### config.mk
export PLATFORM = sky130hd
export DESIGN_NAME = tsf_top
export DESIGN_NICKNAME = d
export VERILOG_FILES = /design/src/verilog/tsf_pkg.sv /design/src/verilog/tsf_top.sv
export SDC_FILE = /design/constraint.sdc
export NUM_CORES = 1
export LEC_CHECK = 0
export BUFFER_PORTS_ARGS = -buffer_cell sky130_fd_sc_hd__buf_2
export CORE_MARGIN = 2
export CORE_UTILIZATION = 55
export CTS_CLUSTER_SIZE = 20
export DETAILED_ROUTE_END_ITERATION = 10
export HOLD_SLACK_MARGIN = 0.03
export MAX_ROUTING_LAYER = met4
export PLACE_DENSITY = 0.79
export SYNTH_ARGS = -nofsm -noshare
export SYNTH_HDL_FRONTEND = slang
export SYNTH_SLANG_ARGS = --single-unit
### constraint.sdc
create_clock -name mclk -period 2.6 [get_ports mclk]
set_clock_uncertainty 0.1 [all_clocks]
set_input_delay 0.52 -clock mclk [delete_from_list [all_inputs] [get_ports mclk]]
set_output_delay 0.52 -clock mclk [all_outputs]
set_load 0.005 [all_outputs]
### src/verilog/tsf_pkg.sv
// Purpose: shared constants for the timestamp sample formatter
// Assumes: 50 MHz bus clock, APB register access
// Notes: one aligned 32-bit word per register
package tsf_pkg;
  localparam logic [11:0] TSF_CTRL_OFF = 12'h000;
  localparam logic [11:0] TSF_STAT_OFF = 12'h004;
  localparam logic [11:0] TSF_TIME_OFF = 12'h008;
  localparam logic [11:0] TSF_EVNT_OFF = 12'h00c;
  localparam logic [11:0] TSF_ISW_OFF = 12'h010;
  localparam logic [11:0] TSF_CNT_OFF = 12'h014;
  localparam logic [31:0] TSF_CTRL_RST = 32'h0000_0000;
  localparam int TSF_INTERP_MAX = 18;
  localparam int TSF_CLK_MHZ = 50;
  localparam int TSF_FAST_MIN_NS = 75;
  localparam int TSF_FAST_MIN_CYC = (TSF_FAST_MIN_NS * TSF_CLK_MHZ + 999) / 1000;
  localparam int TSF_NORM_MIN_CYC = 1;
  // status word bit positions
  localparam int TSF_INH_BIT = 5;
  localparam int TSF_BLK_BIT = 6;
  localparam int TSF_TVA_BIT = 13;
  localparam int TSF_TVB_BIT = 14;
  // control bit positions
  localparam int TSF_C_EN = 0;
  localparam int TSF_C_FAST = 1;
  localparam int TSF_C_PAIR = 2;
  localparam int TSF_C_TOT = 3;
  localparam int TSF_C_TVA = 4;
  localparam int TSF_C_TVB = 5;
  localparam int TSF_C_ARMX = 6;
  localparam int TSF_C_PTI = 7;
  localparam int TSF_C_BLK = 8;
  typedef enum logic [1:0] {TSF_IDLE, TSF_FIRST, TSF_SECOND} tsf_state_t;
endpackage : tsf_pkg

### src/verilog/tsf_top.sv
// Purpose: captures time and event counts into 80-bit samples for the host
// Assumes: event, trigger, arm and inhibit pins are asynchronous to mclk
// Notes: counters wrap silently; host reads the newest sample over APB
// How it works
// - inhibit stops sample collection until released
// - arming and block-arm time capture ignore inhibit
// - pretrigger edges seen; measurements wait for release
// - interval pretrigger monitoring suspended during inhibit
// - pairs with an inhibited sample discarded whole
// - inhibit stretches gap or gate only
// - block-arm trigger gives first time datum
// - block-arm sample event field meaningless
// - 16-bit status word, high byte first
// - bits 4..0 hold interpolator, 0 to 18
// - interpolator counts even 100 ps steps
// - bit 5 flags inhibit-discarded samples
// - bit 6 marks first sample of block
// - totalize bits choose valid attempt
// - totalize flags used only in their formats
// - fast mode shrinks time/event fields to 16
// - fast mode minimum sample interval 75 ns
// - fast event counter wraps at 65,536
// - fast time counter wraps at 1310.72 us
// - time counter counts time base continuously
// - normal fields 32-bit, high byte first
//
// The register offsets and the APB register port were left to the implementer.
`timescale 1ns/100ps
module tsf_top
  import tsf_pkg::*;
(
  // clock and reset
  input wire logic mclk,
  input wire logic resetn,
  // apb slave
  input wire logic psel,
  input wire logic penable,
  input wire logic pwrite,
  input wire logic [11:0] paddr,
  input wire logic [31:0] pwdata,
  output logic [31:0] prdata,
  output logic pready,
  output logic pslverr,
  // measurement pins
  input wire logic event_in,
  input wire logic sample_in,
  input wire logic block_arm_in,
  input wire logic pretrig_in,
  input wire logic inhibit_in,
  input wire logic [4:0] interp_in,
  // sample stream
  output logic [79:0] sample_data,
  output logic sample_valid,
  output logic pretrig_seen
);
  ////////////////////////////////////////////////////////////////////////////
  logic [4:0] s1, s2, s3;
  logic [31:0] ctrl;
  logic [31:0] time_cnt, event_cnt;
  logic [31:0] cap_time, cap_event;
  logic [15:0] cap_isw;
  logic [31:0] sample_cnt;
  logic [7:0] gap_cnt;
  logic [4:0] interp_s1, interp_s2;
  logic blk_pend, inh_lost, ptc_armed;
  tsf_state_t state;
  logic ev_r, sm_r, ba_r, pt_r, inh;
  logic ev_edge, sm_edge, ba_edge, pt_edge;
  logic [31:0] first_time, first_event;
  logic [31:0] stop_time, stop_event;
  // start and stop halves are held until both are known good
  logic [15:0] first_isw, stop_isw;
  logic stop_pend;

  // two-stage synchronisers; the second stage and a third edge-detect stage feed logic
  always_ff @(posedge mclk or negedge resetn) begin
    if (!resetn) begin
      s1 <= 5'h00;
      s2 <= 5'h00;
      s3 <= 5'h00;
      interp_s1 <= 5'h00;
      interp_s2 <= 5'h00;
    end else begin
      s1 <= {inhibit_in, pretrig_in, block_arm_in, sample_in, event_in};
      s2 <= s1;
      s3 <= s2;
      interp_s1 <= interp_in;
      interp_s2 <= interp_s1;
    end
  end
  assign {inh, pt_r, ba_r, sm_r, ev_r} = s2;
  assign ev_edge = ev_r & ~s3[0];
  assign sm_edge = sm_r & ~s3[1];
  assign ba_edge = ba_r & ~s3[2];
  assign pt_edge = pt_r & ~s3[3];

  // interpolator: clamp to 18 and force even steps
  function automatic logic [4:0] tsf_interp(input logic [4:0] raw);
    logic [4:0] v;
    v = (raw > 5'(TSF_INTERP_MAX)) ? 5'(TSF_INTERP_MAX) : raw;
    return {v[4:1], 1'b0};
  endfunction : tsf_interp

  // narrow fields in fast mode
  function automatic logic [31:0] tsf_field(input logic [31:0] v, input logic fast);
    return fast ? {16'h0000, v[15:0]} : v;
  endfunction : tsf_field

  ////////////////////////////////////////////////////////////////////////////
  // free-running time counter and event-edge counter wrap silently
  always_ff @(posedge mclk or negedge resetn) begin
    if (!resetn) begin
      time_cnt <= 32'h0000_0000;
    end else begin
      time_cnt <= time_cnt + 32'h0000_0001;
    end
  end

  always_ff @(posedge mclk or negedge resetn) begin
    if (!resetn) begin
      event_cnt <= 32'h0000_0000;
    end else if (ev_edge) begin
      event_cnt <= event_cnt + 32'h0000_0001;
    end
  end

  ////////////////////////////////////////////////////////////////////////////
  // pretrigger detection runs through inhibit except in interval mode
  always_ff @(posedge mclk or negedge resetn) begin
    if (!resetn) begin
      pretrig_seen <= 1'b0;
    end else if (pt_edge && !(ctrl[TSF_C_PTI] && inh)) begin
      pretrig_seen <= 1'b1;
    end else if (psel && penable && pwrite && paddr == TSF_STAT_OFF) begin
      pretrig_seen <= 1'b0;
    end
  end

  ////////////////////////////////////////////////////////////////////////////
  // capture engine
  logic fast, take, arm_take;
  logic [7:0] min_gap;
  assign fast = ctrl[TSF_C_FAST];
  assign min_gap = fast ? 8'(TSF_FAST_MIN_CYC) : 8'(TSF_NORM_MIN_CYC);
  assign take = ctrl[TSF_C_EN] && sm_edge && (gap_cnt == 8'h00);
  // arm sample is taken regardless of inhibit
  assign arm_take = ctrl[TSF_C_EN] && ctrl[TSF_C_ARMX] && ba_edge;

  always_ff @(posedge mclk or negedge resetn) begin
    if (!resetn) begin
      gap_cnt <= 8'h00;
    end else if (take && !inh) begin
      gap_cnt <= min_gap - 8'h01;
    end else if (gap_cnt != 8'h00) begin
      gap_cnt <= gap_cnt - 8'h01;
    end
  end

  always_ff @(posedge mclk or negedge resetn) begin
    if (!resetn) begin
      blk_pend <= 1'b0;
    end else if (ba_edge && ctrl[TSF_C_EN]) begin
      blk_pend <= 1'b1;
    end else if (sample_valid) begin
      blk_pend <= 1'b0;
    end
  end

  always_ff @(posedge mclk or negedge resetn) begin
    if (!resetn) begin
      inh_lost <= 1'b0;
    end else if (take && inh) begin
      inh_lost <= 1'b1;
    end else if (state == TSF_FIRST && inh) begin
      inh_lost <= 1'b1;
    end else if (sample_valid) begin
      inh_lost <= 1'b0;
    end
  end

  logic [15:0] isw_now;
  always_comb begin
    isw_now = 16'h0000;
    isw_now[4:0] = tsf_interp(interp_s2);
    isw_now[TSF_INH_BIT] = inh_lost;
    isw_now[TSF_BLK_BIT] = blk_pend | arm_take;
    isw_now[TSF_TVA_BIT] = ctrl[TSF_C_TOT] & ctrl[TSF_C_TVA];
    isw_now[TSF_TVB_BIT] = ctrl[TSF_C_TOT] & ctrl[TSF_C_TVB];
  end

  // pair state: inhibit before the stop half is taken drops the pair
  always_ff @(posedge mclk or negedge resetn) begin
    if (!resetn) begin
      state <= TSF_IDLE;
      first_time <= 32'h0000_0000;
      first_event <= 32'h0000_0000;
      first_isw <= 16'h0000;
      stop_time <= 32'h0000_0000;
      stop_event <= 32'h0000_0000;
      stop_isw <= 16'h0000;
    end else begin
      case (state)
        TSF_IDLE: begin
          if (take && !inh && ctrl[TSF_C_PAIR]) begin
            state <= TSF_FIRST;
            first_time <= tsf_field(time_cnt, fast);
            first_event <= tsf_field(event_cnt, fast);
            first_isw <= isw_now;
          end
        end
        TSF_FIRST: begin
          if (inh) begin
            state <= TSF_IDLE;
          end else if (take) begin
            // the stop half is never a block start and reports no loss
            state <= TSF_SECOND;
            stop_time <= tsf_field(time_cnt, fast);
            stop_event <= tsf_field(event_cnt, fast);
            stop_isw <= {isw_now[15:7], 2'b00, isw_now[4:0]};
          end
        end
        TSF_SECOND: begin
          state <= TSF_IDLE;
        end
        default: begin
          state <= TSF_IDLE;
        end
      endcase
    end
  end

  // stop half leaves one cycle after the start half
  always_ff @(posedge mclk or negedge resetn) begin
    if (!resetn) begin
      stop_pend <= 1'b0;
    end else begin
      stop_pend <= (state == TSF_SECOND);
    end
  end

  ////////////////////////////////////////////////////////////////////////////
  // output sample register
  always_ff @(posedge mclk or negedge resetn) begin
    if (!resetn) begin
      cap_time <= 32'h0000_0000;
      cap_event <= 32'h0000_0000;
      cap_isw <= 16'h0000;
      sample_valid <= 1'b0;
      sample_data <= 80'h0;
      sample_cnt <= 32'h0000_0000;
    end else begin
      sample_valid <= 1'b0;
      // a finished pair goes out first; an arm sample that lands in those two
      // cycles is lost, which keeps the pair whole
      if (state == TSF_SECOND) begin
        cap_time <= first_time;
        cap_event <= first_event;
        cap_isw <= first_isw;
        sample_data <= {first_isw, first_time, first_event};
        sample_valid <= 1'b1;
        sample_cnt <= sample_cnt + 32'h0000_0001;
      end else if (stop_pend) begin
        cap_time <= stop_time;
        cap_event <= stop_event;
        cap_isw <= stop_isw;
        sample_data <= {stop_isw, stop_time, stop_event};
        sample_valid <= 1'b1;
        sample_cnt <= sample_cnt + 32'h0000_0001;
      end else if (arm_take && !(take && !inh)) begin
        cap_time <= tsf_field(time_cnt, fast);
        cap_event <= 32'h0000_0000;
        cap_isw <= isw_now;
        sample_data <= {isw_now, tsf_field(time_cnt, fast), 32'h0000_0000};
        sample_valid <= 1'b1;
        sample_cnt <= sample_cnt + 32'h0000_0001;
      end else if (take && !inh && !ctrl[TSF_C_PAIR]) begin
        cap_time <= tsf_field(time_cnt, fast);
        cap_event <= tsf_field(event_cnt, fast);
        cap_isw <= isw_now;
        sample_data <= {isw_now, tsf_field(time_cnt, fast), tsf_field(event_cnt, fast)};
        sample_valid <= 1'b1;
        sample_cnt <= sample_cnt + 32'h0000_0001;
      end
    end
  end

  ////////////////////////////////////////////////////////////////////////////
  // apb slave, zero wait states
  always_ff @(posedge mclk or negedge resetn) begin
    if (!resetn) begin
      ctrl <= TSF_CTRL_RST;
    end else if (psel && penable && pwrite && paddr == TSF_CTRL_OFF) begin
      ctrl <= pwdata;
    end
  end

  logic addr_ok;
  assign addr_ok = (paddr == TSF_CTRL_OFF) || (paddr == TSF_STAT_OFF) ||
                   (paddr == TSF_TIME_OFF) || (paddr == TSF_EVNT_OFF) ||
                   (paddr == TSF_ISW_OFF) || (paddr == TSF_CNT_OFF);

  always_ff @(posedge mclk or negedge resetn) begin
    if (!resetn) begin
      prdata <= 32'h0000_0000;
      pready <= 1'b0;
      pslverr <= 1'b0;
    end else begin
      pready <= psel && !penable;
      pslverr <= psel && !penable && !addr_ok;
      if (psel && !penable && !pwrite) begin
        case (paddr)
          TSF_CTRL_OFF: prdata <= ctrl;
          TSF_STAT_OFF: prdata <= {27'h0, inh, blk_pend, inh_lost, state != TSF_IDLE,
                                   pretrig_seen};
          TSF_TIME_OFF: prdata <= cap_time;
          TSF_EVNT_OFF: prdata <= cap_event;
          TSF_ISW_OFF: prdata <= {16'h0000, cap_isw};
          TSF_CNT_OFF: prdata <= sample_cnt;
          default: prdata <= 32'h0000_0000;
        endcase
      end
    end
  end

  ////////////////////////////////////////////////////////////////////////////
  no_inh_sample_a: assert property (@(posedge mclk) disable iff (!resetn)
    (take && inh && !arm_take && state == TSF_IDLE && !stop_pend) |=> !sample_valid)
    else $error("sample taken under inhibit");
  arm_capture_a: assert property (@(posedge mclk) disable iff (!resetn)
    (arm_take && state != TSF_SECOND && !stop_pend) |=>
      sample_valid && sample_data[15:0] == 16'h0000)
    else $error("arm sample missing");
  arm_blkbit_a: assert property (@(posedge mclk) disable iff (!resetn)
    (arm_take && state != TSF_SECOND && !stop_pend) |=>
      sample_data[64 + TSF_BLK_BIT])
    else $error("block bit clear on arm");
  interp_even_a: assert property (@(posedge mclk) disable iff (!resetn)
    sample_valid |-> !sample_data[64] && sample_data[68:64] <= 5'h12)
    else $error("bad interpolator");
  fast_width_a: assert property (@(posedge mclk) disable iff (!resetn)
    (sample_valid && $past(fast)) |-> sample_data[63:48] == 16'h0000)
    else $error("fast field too wide");
  fast_event_a: assert property (@(posedge mclk) disable iff (!resetn)
    (sample_valid && $past(fast)) |-> sample_data[31:16] == 16'h0000)
    else $error("fast event field too wide");
  fast_gap_a: assert property (@(posedge mclk) disable iff (!resetn)
    (take && !inh && fast) |=> gap_cnt == 8'(TSF_FAST_MIN_CYC - 1))
    else $error("fast gap wrong");
  pair_drop_a: assert property (@(posedge mclk) disable iff (!resetn)
    (state == TSF_FIRST && inh) |=> state == TSF_IDLE)
    else $error("pair kept under inhibit");
  pair_whole_a: assert property (@(posedge mclk) disable iff (!resetn)
    state == TSF_SECOND |=> sample_valid ##1 sample_valid)
    else $error("pair not delivered whole");
  pair_stop_a: assert property (@(posedge mclk) disable iff (!resetn)
    stop_pend |=> sample_valid && !sample_data[64 + TSF_BLK_BIT])
    else $error("block bit on stop half");
  time_wrap_a: assert property (@(posedge mclk) disable iff (!resetn)
    time_cnt == 32'hffff_ffff |=> time_cnt == 32'h0000_0000)
    else $error("time counter wrap");
  event_wrap_a: assert property (@(posedge mclk) disable iff (!resetn)
    (event_cnt == 32'hffff_ffff && ev_edge) |=> event_cnt == 32'h0000_0000)
    else $error("event counter wrap");
  inh_flag_a: assert property (@(posedge mclk) disable iff (!resetn)
    (take && inh) |=> inh_lost)
    else $error("inhibit flag not set");
  tot_flag_a: assert property (@(posedge mclk) disable iff (!resetn)
    !ctrl[TSF_C_TOT] |-> !isw_now[TSF_TVA_BIT] && !isw_now[TSF_TVB_BIT])
    else $error("totalize flag outside totalize");
  pretrig_set_a: assert property (@(posedge mclk) disable iff (!resetn)
    (pt_edge && !ctrl[TSF_C_PTI]) |=> pretrig_seen)
    else $error("pretrig edge missed");
  pretrig_int_a: assert property (@(posedge mclk) disable iff (!resetn)
    (pt_edge && ctrl[TSF_C_PTI] && inh && !pretrig_seen) |=> !pretrig_seen)
    else $error("pretrig seen under inhibit");
endmodule : tsf_top
# Word-level counts from Yosys, hierarchy flattened
# Cells that the tools add are included.
dict set report word_totals {
  ff_bits 503
}
dict set report classes {
  n_addsub 5
  order_cmp 1
  eq_ne 9
  muxes 41
  n_bitwise 12
  n_reduce_logical 45
}
# op count
set ops {}
lappend ops {{32-bit 2-to-1 mux} 14}
lappend ops {{80-bit 2-to-1 mux} 4}
lappend ops {{32-bit case mux with 6 select lines} 1}
lappend ops {{32-bit by 1-bit adder with 32-bit output (second input constant)} 3}
lappend ops {{16-bit 2-to-1 mux} 4}
lappend ops {{12-bit by 4-bit == test with 1-bit output (second input constant)} 2}
lappend ops {{12-bit by 5-bit == test with 1-bit output (second input constant)} 2}
lappend ops {{1-bit logical AND} 20}
lappend ops {{8-bit 2-to-1 mux} 2}
lappend ops {{12-bit by 3-bit == test with 1-bit output (second input constant)} 1}
lappend ops {{12-bit logical NOT} 1}
lappend ops {{1-bit 2-to-1 mux} 10}
lappend ops {{8-bit logical NOT} 1}
lappend ops {{2-bit nonzero test} 4}
lappend ops {{8-bit nonzero test} 1}
lappend ops {{8-bit by 1-bit subtractor with 8-bit output (second input constant)} 1}
lappend ops {{1-bit logical NOT} 7}
lappend ops {{1-bit bitwise AND} 6}
lappend ops {{2-bit 2-to-1 mux} 3}
lappend ops {{5-bit greater-than comparator (second input constant)} 1}
lappend ops {{1-bit logical OR} 5}
lappend ops {{5-bit 2-to-1 mux} 1}
lappend ops {{1-bit inverter} 5}
lappend ops {{2-bit case mux with 2 select lines} 1}
lappend ops {{12 further kinds} 13}

# Depth between registers and ports, before layout
# Gate-level depths: netlist of the first run.
dict set report depth {
  word_depth 10
  depth_mapped 10
  mapped_depth_nobuf 8
}

# Least setup slack after synthesis of the first run
# Ideal clock, no wire load.
dict set report synth_timing {
  path_kind {in2reg}
  startpoint {input paddr[3]}
  endpoint {register ctrl[10]}
  setup_time_ps 125
  arrival_ps 2031
  t_required_ps 2375
  slack_ps 344
  cell_stages 6
  path_cell_list {clkbuf_1 nor3_1 nand2b_1 nor3_2 buf_2 mux2_2}
}
dict set report synth_via {
  elab_chain_cells 2
}
# item line_no
set synth_rtl {}
lappend synth_rtl {{from (decl)} tsf_top.sv:39} ;# input wire logic [11:0] paddr,
lappend synth_rtl {{12-bit logical NOT} tsf_top.sv:292} ;# end else if (psel && penable && pwrite && paddr == TSF_CTRL_OFF) begin
lappend synth_rtl {{1-bit logical AND} tsf_top.sv:292}
lappend synth_rtl {{to (signal assigned)} tsf_top.sv:293} ;# ctrl <= pwdata;
lappend synth_rtl {{to (decl)} tsf_top.sv:58} ;# logic [31:0] ctrl;
# Every way passes these cells.
# A chain may end at the register's enable or synchronous reset.

# Worst setup path after layout of the first run
dict set report layout_timing {
  startpoint {register gap_cnt[0]}
  endpoint {register cap_time[21]}
}
dict set report layout_via {
  elab_chain_cells 8
  elab_cells_between_ends 10
  cone_classes {mux: 3; reduce/logical: 7}
}
# item line_no
set layout_rtl {}
lappend layout_rtl {{from (decl)} tsf_top.sv:63} ;# logic [7:0] gap_cnt;
lappend layout_rtl {{from (signal assigned)} tsf_top.sv:153} ;# gap_cnt <= min_gap - 8'h01;
lappend layout_rtl {{from (signal assigned)} tsf_top.sv:155} ;# gap_cnt <= gap_cnt - 8'h01;
lappend layout_rtl {{8-bit logical NOT *} tsf_top.sv:145} ;# assign take = ctrl[TSF_C_EN] && sm_edge && (gap_cnt == 8'h00);
lappend layout_rtl {{1-bit logical AND *} tsf_top.sv:145}
lappend layout_rtl {{1-bit logical AND *} {tsf_top.sv:269, tsf_top.sv:276}}
lappend layout_rtl {{1-bit logical NOT} tsf_top.sv:269} ;# end else if (arm_take && !(take && !inh)) begin
lappend layout_rtl {{1-bit logical AND} tsf_top.sv:269}
lappend layout_rtl {{32-bit 2-to-1 mux} tsf_top.sv:269}
lappend layout_rtl {{32-bit 2-to-1 mux} tsf_top.sv:262} ;# end else if (stop_pend) begin
lappend layout_rtl {{32-bit 2-to-1 mux} tsf_top.sv:255} ;# if (state == TSF_SECOND) begin
lappend layout_rtl {{to (signal assigned)} tsf_top.sv:256} ;# cap_time <= first_time;
lappend layout_rtl {{to (signal assigned)} tsf_top.sv:263} ;# cap_time <= stop_time;
lappend layout_rtl {{to (signal assigned)} tsf_top.sv:270} ;# cap_time <= tsf_field(time_cnt, fast);
lappend layout_rtl {{to (decl)} tsf_top.sv:60} ;# logic [31:0] cap_time, cap_event;
# Mark *: on every way between the ends. The rest lies on a longest branch, timed or not.

==> flow_summary.yaml, run 1 <==
pwr:
  power_density_nw_per_um2: 632
  p_seq_frac: 0.492
  p_int_w: 0.0107
  switchingPower_w: 0.00301
  peakVddDrop_v: 0.000431
  p_clk_frac: 0.461
  power.share.switching: 0.220
  leakage_nw: 10.6
  power_w: 0.0137
  p_comb_frac: 0.046
status:
  status: "finished clean"
placed_design:
  hpwlAfterDp_mm: 34.4
  numPortBuffers: 165
  gp_congestion: 0.927
  placed_cells: 2286
  place_area_um2: 20100
worst_setup_path:
  cp_max_fo: 23
  crit_type: "reg2reg"
  required_ns: 2.90
  start_kind: "register"
  cp_data_arrival_time_ns: 2.78
  critPathCaptureType: "register"
detailed_routing:
  antenna_left: 0
  vias_per_cell: 5.97
  dr.pass1.iters: 6
  top_layer: "met4"
  dr_wl_met3_mm: 3.56
  drt_iter0_drc: 1249
  wl_met1_mm: 20.1
  wl_met2_mm: 23.8
  drc: 0
  route.vias.total: 14200
  routed_wirelength_mm: 49.7
  wl_per_cell_um: 20.9
grt:
  grt_max_degree: 80
  grt_first_pass_wirelength_mm: 78.4
  grt.overflow.total: 0
  grt_util_all_layers: 0.295
  antenna_found_initial: 0
  grt_pass1_vias: 13900
sta:
  grt_setup_unrepaired: "no"
  setup_violations: 0
  maxSlewViolCount: 0
  max_slew_margin: 0.492
  final-hold-violation-count: 0
  finalSetupTns_ns: 0
  fmax_mhz: 404
  worst_slew_pin_slew_ns: 0.762
  period_minus_slack_ns: 2.48
  finalCritPeriodShare: 0.952
synth:
  postSynthAreaPerCell_um2: 10.7
  ys_async_sr_fraction: 1.00
  netlist_instances: 1714
  ys_seq_area_frac: 0.561
  ys.flop_type: "dfrtp_1"
  synth_seq_cells: 413
  syn_area_um2: 18400
  yosys_warnings: 0
  synth_cell_types: 63
  synth-edff-count: 0
clock_tree:
  clk_pin_slew_ns: 0.06
  root_buffer: "clkbuf_16"
  clock_latency_ns: 0.55
  cts_max_level: 2
  cts_tree: "done"
  clock_tree.buffer_depth: 3
  cts_sinks: 413
  cts_made_buffers: 42
run:
  drv_cap: 0
floorplan:
  io_pins: 175
  core-area_um2: 33300
  fp-row-count: 67
  die_h_um: 187
  start_util: 0.553
  die_w_um: 187
  die_area_um2: 35000
layout:
  fin_util: 0.651
  layout_common_cells: "dfrtp_1, nand2_1, buf_2"
  drive_gt1_frac: 0.202
  layoutNonFillerInstCount: 2374
  fillers: 2501
  area_growth_syn_to_layout_pct: 17.6
  fin_nets: 1956
  final_common_cell: "dfrtp_1"
  design_area_um2: 21700
hold_path:
  hold_class: "in2reg"
-- worst paths after layout --
| kind | start | to | slack, ns | depth (start not counted) |
|---|---|---|---|---|
| min reg2reg | interp_s1[4] | interp_s2[4] | 0.25 | 0 |
| min | pwdata[20] | ctrl[20] | 0.11 | 2 |
| max in group asynchronous | resetn | stop_pend | 1.06 | 3 |
| max | gap_cnt[0] | cap_time[21] | 0.12 | 9 |
| min in group asynchronous | resetn | gap_cnt[2] | 0.43 | 2 |
| max reg2reg | gap_cnt[0] | cap_time[21] | 0.12 | 9 |
-- worst max-delay path, stage by stage, from the launching register on --
cell	delay, ns
dfrtp_1	0.41
inv_1	0.11
ha_1	0.19
nor3b_4	0.24
buf_4	0.19
a31oi_2	0.17
nor3_4	0.28
buf_12	0.21
buf_4	0.25
o21ai_0	0.15
-- cell type report --
cell class | instances | area (um2) | area share
sequential | 413 | 10300 | 0.477
clock inverter | 7 | 116 | 0.00537
clock buffer | 70 | 1360 | 0.0627
timing repair buffer | 240 | 1620 | 0.0750
inverter | 24 | 91.3 | 0.00422
multi-input combinational | 1171 | 7570 | 0.350
antenna | 1 | 2.50 | 0.000116
tap | 448 | 561 | 0.0259
-- repair_timing --
action / CTS / global route
buffers inserted: 0 / 0
resized for setup: 0 / 4
hold buffers: 10 / 0
endpoints found under the hold margin: 66 / 0
endpoints found under the setup margin: 0 / 44
-- flip-flops by register name, indices dropped and copies added, names as in the netlist, 32 cells and up --
register,flops
time_cnt,32
first_event,32
sample_cnt,32
event_cnt,32
stop_time,32
stop_event,32
prdata,32
first_time,32
ctrl,32
-- synthesized netlist by cell type, types with 37 or more instances --
library cell | number | area share
dfrtp_1 | 413 | 0.56
nand2_1 | 220 | 0.045
nor2_1 | 136 | 0.028
a21oi_1 | 103 | 0.028
o21ai_0 | 84 | 0.023
mux2i_1 | 77 | 0.042
mux2_2 | 71 | 0.043
clkbuf_1 | 64 | 0.013
xnor2_1 | 51 | 0.024
mux2_1 | 47 | 0.029
xor2_1 | 43 | 0.020
nand3_1 | 37 | 0.010
-- per-stage QoR --
stage	worst slack, ns	hold WS [ns]
6_report	0.124	0.111
5_1_grt	0.00898	0.116
4_1_cts	0.0244	0.0953
3_5_place_dp	0.0382	0.235
3_3_place_gp	0.123	0.234
2_1_floorplan	0.344	0.124
-- kinds of logic after synthesis --
| kind of cell | after synthesis | synth area share |
|---|---|---|
| AND/OR/NAND/NOR | 557 | 0.142 |
| flip-flops | 413 | 0.561 |
| AO/OA/AOI/OAI | 311 | 0.101 |
| multiplexers | 196 | 0.115 |
| buffers and inverters | 137 | 0.0324 |
| XOR/XNOR | 94 | 0.0447 |
| adder cells (fa/ha/maj) | 5 | 0.00340 |
| other | 1 | 0.000204 |
-- power groups by stage --
stage	combinational [W]	clock, W	sequential, W
4_1_cts	0.000636	0.00639	0.00674
6_report	0.000634	0.00631	0.00674
5_1_grt	0.000710	0.00666	0.00676
3_3_place_gp	0.000585	0	0.00684
3_5_place_dp	0.000619	0	0.00685
2_1_floorplan	0.000322	0	0.00680
-- routing by layer --
| layer | global-route usage | vias to the layer above |
|---|---|---|
| li1 | - | 6319 |
| met1 | 0.390 | 7135 |
| met2 | 0.459 | 600 |
| met3 | 0.0445 | 124 |
| met4 | 0.121 | 0 |
| met5 | - | - |
No activity file was read; power rests on OpenSTA's default activity.
==> inputs of run 2 (changes only) <==
ABC_AREA = 1   (was default)
PLACE_DENSITY = 0.78   (was 0.79)
==> run 2 against run 1 <==
Against the previous run: via count up 27%; sequential power up 3%; clock-buffer cell count down 5; sequential cell count unchanged; synthesized cell count up 52%; critical path type unchanged; worst setup slack better by 0.17 ns; non-clock buffer count down 23; wire length up 17%; clock power about the same; hold slack worse by 0.022 ns; maximum frequency up 7.3%.
==> flow_summary.yaml, run 2 <==
sta:
  finalCritPeriodShare: 0.888
  final-hold-violation-count: 0
  finalSetupTns_ns: 0
  max_slew_margin: 0.194
  fmax_mhz: 433
  maxSlewViolCount: 0
  period_minus_slack_ns: 2.31
  setup_violations: 0
  hold-worst-slack_ns: 0.0891
  worst_slew_pin_slew_ns: 1.21
  grt_setup_unrepaired: "no"
layout:
  area_growth_syn_to_layout_pct: 14.5
  fillers: 3133
  layoutNonFillerInstCount: 3242
  antennaDiodeCount: 0
  design_area_um2: 23000
  multi_input_area_um2: 8730
  layout_common_cells: "nand2_1, dfrtp_1, nand3_1"
  drive_gt1_frac: 0.120
  final_common_cell: "nand2_1"
  fin_util: 0.634
  regArea_um2: 10300
  fin_nets: 2806
worst_setup_path:
  critPathCaptureType: "register"
  worstPathCellList: "inv_1 > ha_1 > nand2_1 > nor2_8 > nand2_2 > nor3_4 > clkinv_2 > buf_4 > nand2_1 > o21ai_0"
  required_ns: 2.92
  critical-path-top-delay-family: "simple AND/OR/NAND/NOR gates"
  crit_buf_inv: 3
  crit_type: "reg2reg"
  start_kind: "register"
  cp_data_arrival_time_ns: 2.63
  crit_top_cell: "nand2_1"
  cp_slowest_cell: "dfrtp_1"
  cp_max_fo: 46
  slowest_delay_ns: 0.39
clock_tree:
  post_cts_resized: 0
  cts_sinks: 413
  cts_tree: "done"
  cts_setup_buffers: 0
  clk_pin_slew_ns: 0.06
  clock_latency_ns: 0.56
  root_buffer: "clkbuf_16"
  cts_hold_buf: 11
  clock_tree.buffer_depth: 3
  cts_max_level: 2
  cts_made_buffers: 45
synth:
  syn_area_um2: 20100
  netlist_instances: 2613
  yosys_warnings: 0
  synth_common_cells: "nand2_1, dfrtp_1, nand3_1"
  synth_seq_cells: 413
  synth_cell_types: 38
  synth_top_area_share: 0.513
  ys_async_sr_fraction: 1.00
  postSynthAreaPerCell_um2: 7.70
  ys.flop_type: "dfrtp_1"
  ys_seq_area_frac: 0.513
  synth_most_common_cell: "nand2_1"
  yosys.area.top_type: "dfrtp_1"
  synth_area_leaders: "dfrtp_1, nand2_1, nand3_1"
  synth-edff-count: 0
pwr:
  p_comb_frac: 0.073
  peakVddDrop_v: 0.000498
  power_density_nw_per_um2: 620
  p_seq_frac: 0.485
  p_int_w: 0.0108
  leakage_nw: 11.8
  switchingPower_w: 0.00351
  power.share.switching: 0.246
  p_clk_frac: 0.442
status:
  status: "finished clean"
floorplan:
  start_util: 0.554
  io_pins: 175
  core-area_um2: 36300
  fp-row-count: 70
  die_w_um: 195
  die_area_um2: 38100
  die_h_um: 195
grt:
  grt_max_degree: 146
  grt_first_pass_wirelength_mm: 93.2
  antenna_found_initial: 0
  grt.overflow.total: 0
  grt_util_all_layers: 0.318
  grt_pass1_vias: 17100
placed_design:
  gp_congestion: 0.977
  numPortBuffers: 165
  place_area_um2: 21500
  hpwlAfterDp_mm: 40.2
  placed_cells: 3152
detailed_routing:
  wl_per_cell_um: 17.9
  drc: 0
  vias_per_cell: 5.57
  route.vias.total: 18000
  dr.pass1.iters: 6
  antenna_left: 0
  routed_wirelength_mm: 58.0
  drt_iter0_drc: 1877
run:
  drv_cap: 0
hold_path:
  hold_class: "in2reg"
-- run 2: logic make-up after synthesis --
family / Yosys count / share of synthesized area
and+or+nand+nor: 1579 / 0.325
DFF: 413 / 0.513
AOI/OAI and AO/OA: 278 / 0.0699
buffers and inverters: 263 / 0.0561
xor gates and xnor gates: 74 / 0.0322
adders and majority gates: 5 / 0.00311
other: 1 / 0.000186
-- run 2: worst paths after layout --
path | from | end | slack [ns] | cells after the start
max in group asynchronous | resetn | first_event[26] | 1.19 | 3
setup / recovery | gap_cnt[0] | stop_event[21] | 0.29 | 10
hold reg to reg | s1[1] | s2[1] | 0.25 | 0
setup reg to reg | gap_cnt[0] | stop_event[21] | 0.29 | 10
min in group asynchronous | resetn | prdata[6] | 0.38 | 2
hold / removal | psel | pready | 0.09 | 3
-- run 2: per-layer routing --
layer | wire length [um] | part of all wire | vias to the layer above | global-route usage
met2 | 27100 | 0.47 | 731 | 0.484
met4 | 2210 | 0.038 | 0 | 0.120
li1 | - | - | 8592 | -
met3 | 3820 | 0.066 | 142 | 0.0459
met1 | 24900 | 0.43 | 8580 | 0.435
met5 | 0 | 0 | - | -
-- run 2: cell type report --
class                           count  area share
Sequential cell                   413       0.449
Multi-Input combinational cell   1944       0.379
Inverter                          121      0.0198
Clock buffer                       65      0.0592
Timing Repair Buffer              217      0.0636
Clock inverter                     14     0.00467
Tap cell                          468      0.0254
-- run 2: tightest hold or removal path: stages --
cell and delay [ns]:
buf_2 0.10, inv_1 0.04, nor2_1 0.04
-- run 2: through the flow --
stage	total power, W	setup WS (ns)
2_1_floorplan	0.00759	0.682
3_3_place_gp	0.00804	0.401
3_5_place_dp	0.00808	0.342
4_1_cts	0.0144	0.314
5_1_grt	0.0148	0.149
6_report	0.0143	0.292
-- run 2: power by group through the flow --
stage | Combinational, W | Sequential (W) | Clock, W
floorplan | 0.000625 | 0.00696 | 0
global placement | 0.00101 | 0.00703 | 0
detailed placement | 0.00104 | 0.00704 | 0
CTS | 0.00106 | 0.00693 | 0.00641
global route | 0.00121 | 0.00696 | 0.00667
finish | 0.00105 | 0.00693 | 0.00631
==> inputs of run 3 (changes only) <==
ABC_AREA = default   (was 1)
MAX_ROUTING_LAYER = default   (was met4)
PLACE_DENSITY = 0.79   (was 0.78)
==> run 3 against run 2 <==
Against the previous run: total power shrank 5.5%; sequential power decreased by 3%; combinational power down 40%; critical path type unchanged; highest routed layer unchanged.
==> flow_summary.yaml, run 3 (synthesis gave the netlist of run 1 again) <==
placed_design:
  hpwlAfterDp_mm: 34.6
  numPortBuffers: 165
  dpl_worst_slack_ns: 0.0219
  gp_congestion: 0.896
worst_setup_path:
  slowest_delay_ns: 0.41
  cp_max_fo: 19
  r2r-start: "gap_cnt[0]"
  cp_slowest_cell: "dfrtp_1"
  worstPathCellList: "inv_1 > ha_1 > nor3b_4 > buf_4 > a41o_4 > nor3_4 > buf_4 > buf_4 > o21ai_0"
  required_ns: 2.89
  cp_data_arrival_time_ns: 2.75
  start_kind: "register"
  reg2reg_depth: 9
  startpoint: "gap_cnt[0]"
  crit_top_cell: "buf_4"
  crit_buf_inv: 4
  critPathCaptureType: "register"
  worstSetupPathDepth: 9
  crit_type: "reg2reg"
  critical-path-top-delay-family: "buffers and inverters"
  crit_end: "cap_time[13]"
  reg2reg_to: "cap_time[13]"
  timing.reg2reg.setup_slack_ns: 0.14
layout:
  fillers: 2494
  fin_nets: 1961
  area_growth_syn_to_layout_pct: 17.6
  layout_common_cells: "dfrtp_1, nand2_1, buf_2"
  drive_gt1_frac: 0.205
  final_common_cell: "dfrtp_1"
sta:
  setup_violations: 0
  setup_ws_ns: 0.136
  worst_slew_pin_slew_ns: 0.747
  max_slew_margin: 0.502
  final-hold-violation-count: 0
  hold-worst-slack_ns: 0.127
  fmax_mhz: 406
  finalCritPeriodShare: 0.948
  finalSetupTns_ns: 0
  maxSlewViolCount: 0
  period_minus_slack_ns: 2.46
  grt_setup_unrepaired: "no"
grt:
  grt_max_degree: 108
  grt.overflow.total: 0
  grt_first_pass_wirelength_mm: 78.9
  antenna_found_initial: 2
  grt_util_all_layers: 0.286
  grt_pass1_vias: 14100
clock_tree:
  root_buffer: "clkbuf_16"
  cts_tree: "done"
  clock_tree.buffer_depth: 3
  clk_pin_slew_ns: 0.06
  clock_latency_ns: 0.53
  cts_max_level: 2
  cts_made_buffers: 42
  cts_sinks: 413
pwr:
  p_seq_frac: 0.500
  p_comb_frac: 0.047
  power_density_nw_per_um2: 624
  power_w: 0.0135
  switchingPower_w: 0.00303
  p_int_w: 0.0105
  peakVddDrop_v: 0.000483
  leakage_nw: 10.6
  power.share.switching: 0.224
  p_clk_frac: 0.453
detailed_routing:
  dr.pass1.iters: 5
  drc: 0
  antenna_left: 0
  wl_per_cell_um: 21.0
  routed_wirelength_mm: 49.9
  vias_per_cell: 5.96
  route.vias.total: 14200
  drt_iter0_drc: 1288
floorplan:
  core-area_um2: 33300
  io_pins: 175
  die_w_um: 187
  die_area_um2: 35000
  fp-row-count: 67
  start_util: 0.553
  die_h_um: 187
hold_path:
  holdPathStages: 2
  hold_class: "in2reg"
status:
  status: "finished clean"
run:
  drv_cap: 0
-- run 3: cell count changes in the layout (fill, tap and decap cells not counted), sizes merged, moves of 31 or more --
cell / delta
nand2: -818
nand3: -186
o21ai: -125
mux2: +118
inv: -93
mux2i: +77
nor2: -68
a21oi: +63
o22ai: +32
xnor2: +31
-- run 3: how the worst min path moves through the flow --
stage / endpoint / startpoint / slack (ns)
global route: ctrl[21] / pwdata[21] / 0.12
CTS: ctrl[25] / pwdata[25] / 0.11
floorplan: blk_pend / resetn / 0.12
global placement: s2[0] / s1[0] / 0.23
detailed placement: s2[4] / s1[4] / 0.24
finish: ctrl[25] / pwdata[25] / 0.13
-- run 3: through the flow --
stage,instance area [um2],util,instances
6_report,21700,0.651,2377
5_1_grt,21700,0.651,2376
4_1_cts,21600,0.650,2375
3_5_place_dp,20100,0.604,2290
3_3_place_gp,20100,0.604,2290
2_1_floorplan,18400,-,1721
-- run 3: power by group through the flow --
stage,clock [W],combinational (W),sequential [W]
2_1_floorplan,0,0.000322,0.00680
3_3_place_gp,0,0.000591,0.00684
3_5_place_dp,0,0.000623,0.00685
4_1_cts,0.00620,0.000635,0.00674
5_1_grt,0.00648,0.000711,0.00677
6_report,0.00613,0.000635,0.00675
-- run 3: routing by layer --
metal,global-route usage,share of wire
met1,0.381,0.40
met3,0.0568,0.086
met2,0.459,0.48
met5,0,0
met4,0.125,0.043
-- run 3: final cells by class --
class,count,area [um2],share of cell area
antenna,1,2.50,0.000116
sequential,413,10300,0.477
inverter,24,91.3,0.00422
multi-input combinational,1171,7590,0.350
timing repair buffer,245,1670,0.0773
clock inverter,13,154,0.00710
clock buffer,62,1260,0.0580
tap,448,561,0.0259
-- run 3: repair_timing --
item	in CTS	in global routing
endpoints found under the hold margin	63	0
endpoints found under the setup margin	0	90
resized for setup	0	7
hold buffers	10	0
setup buffers	0	1
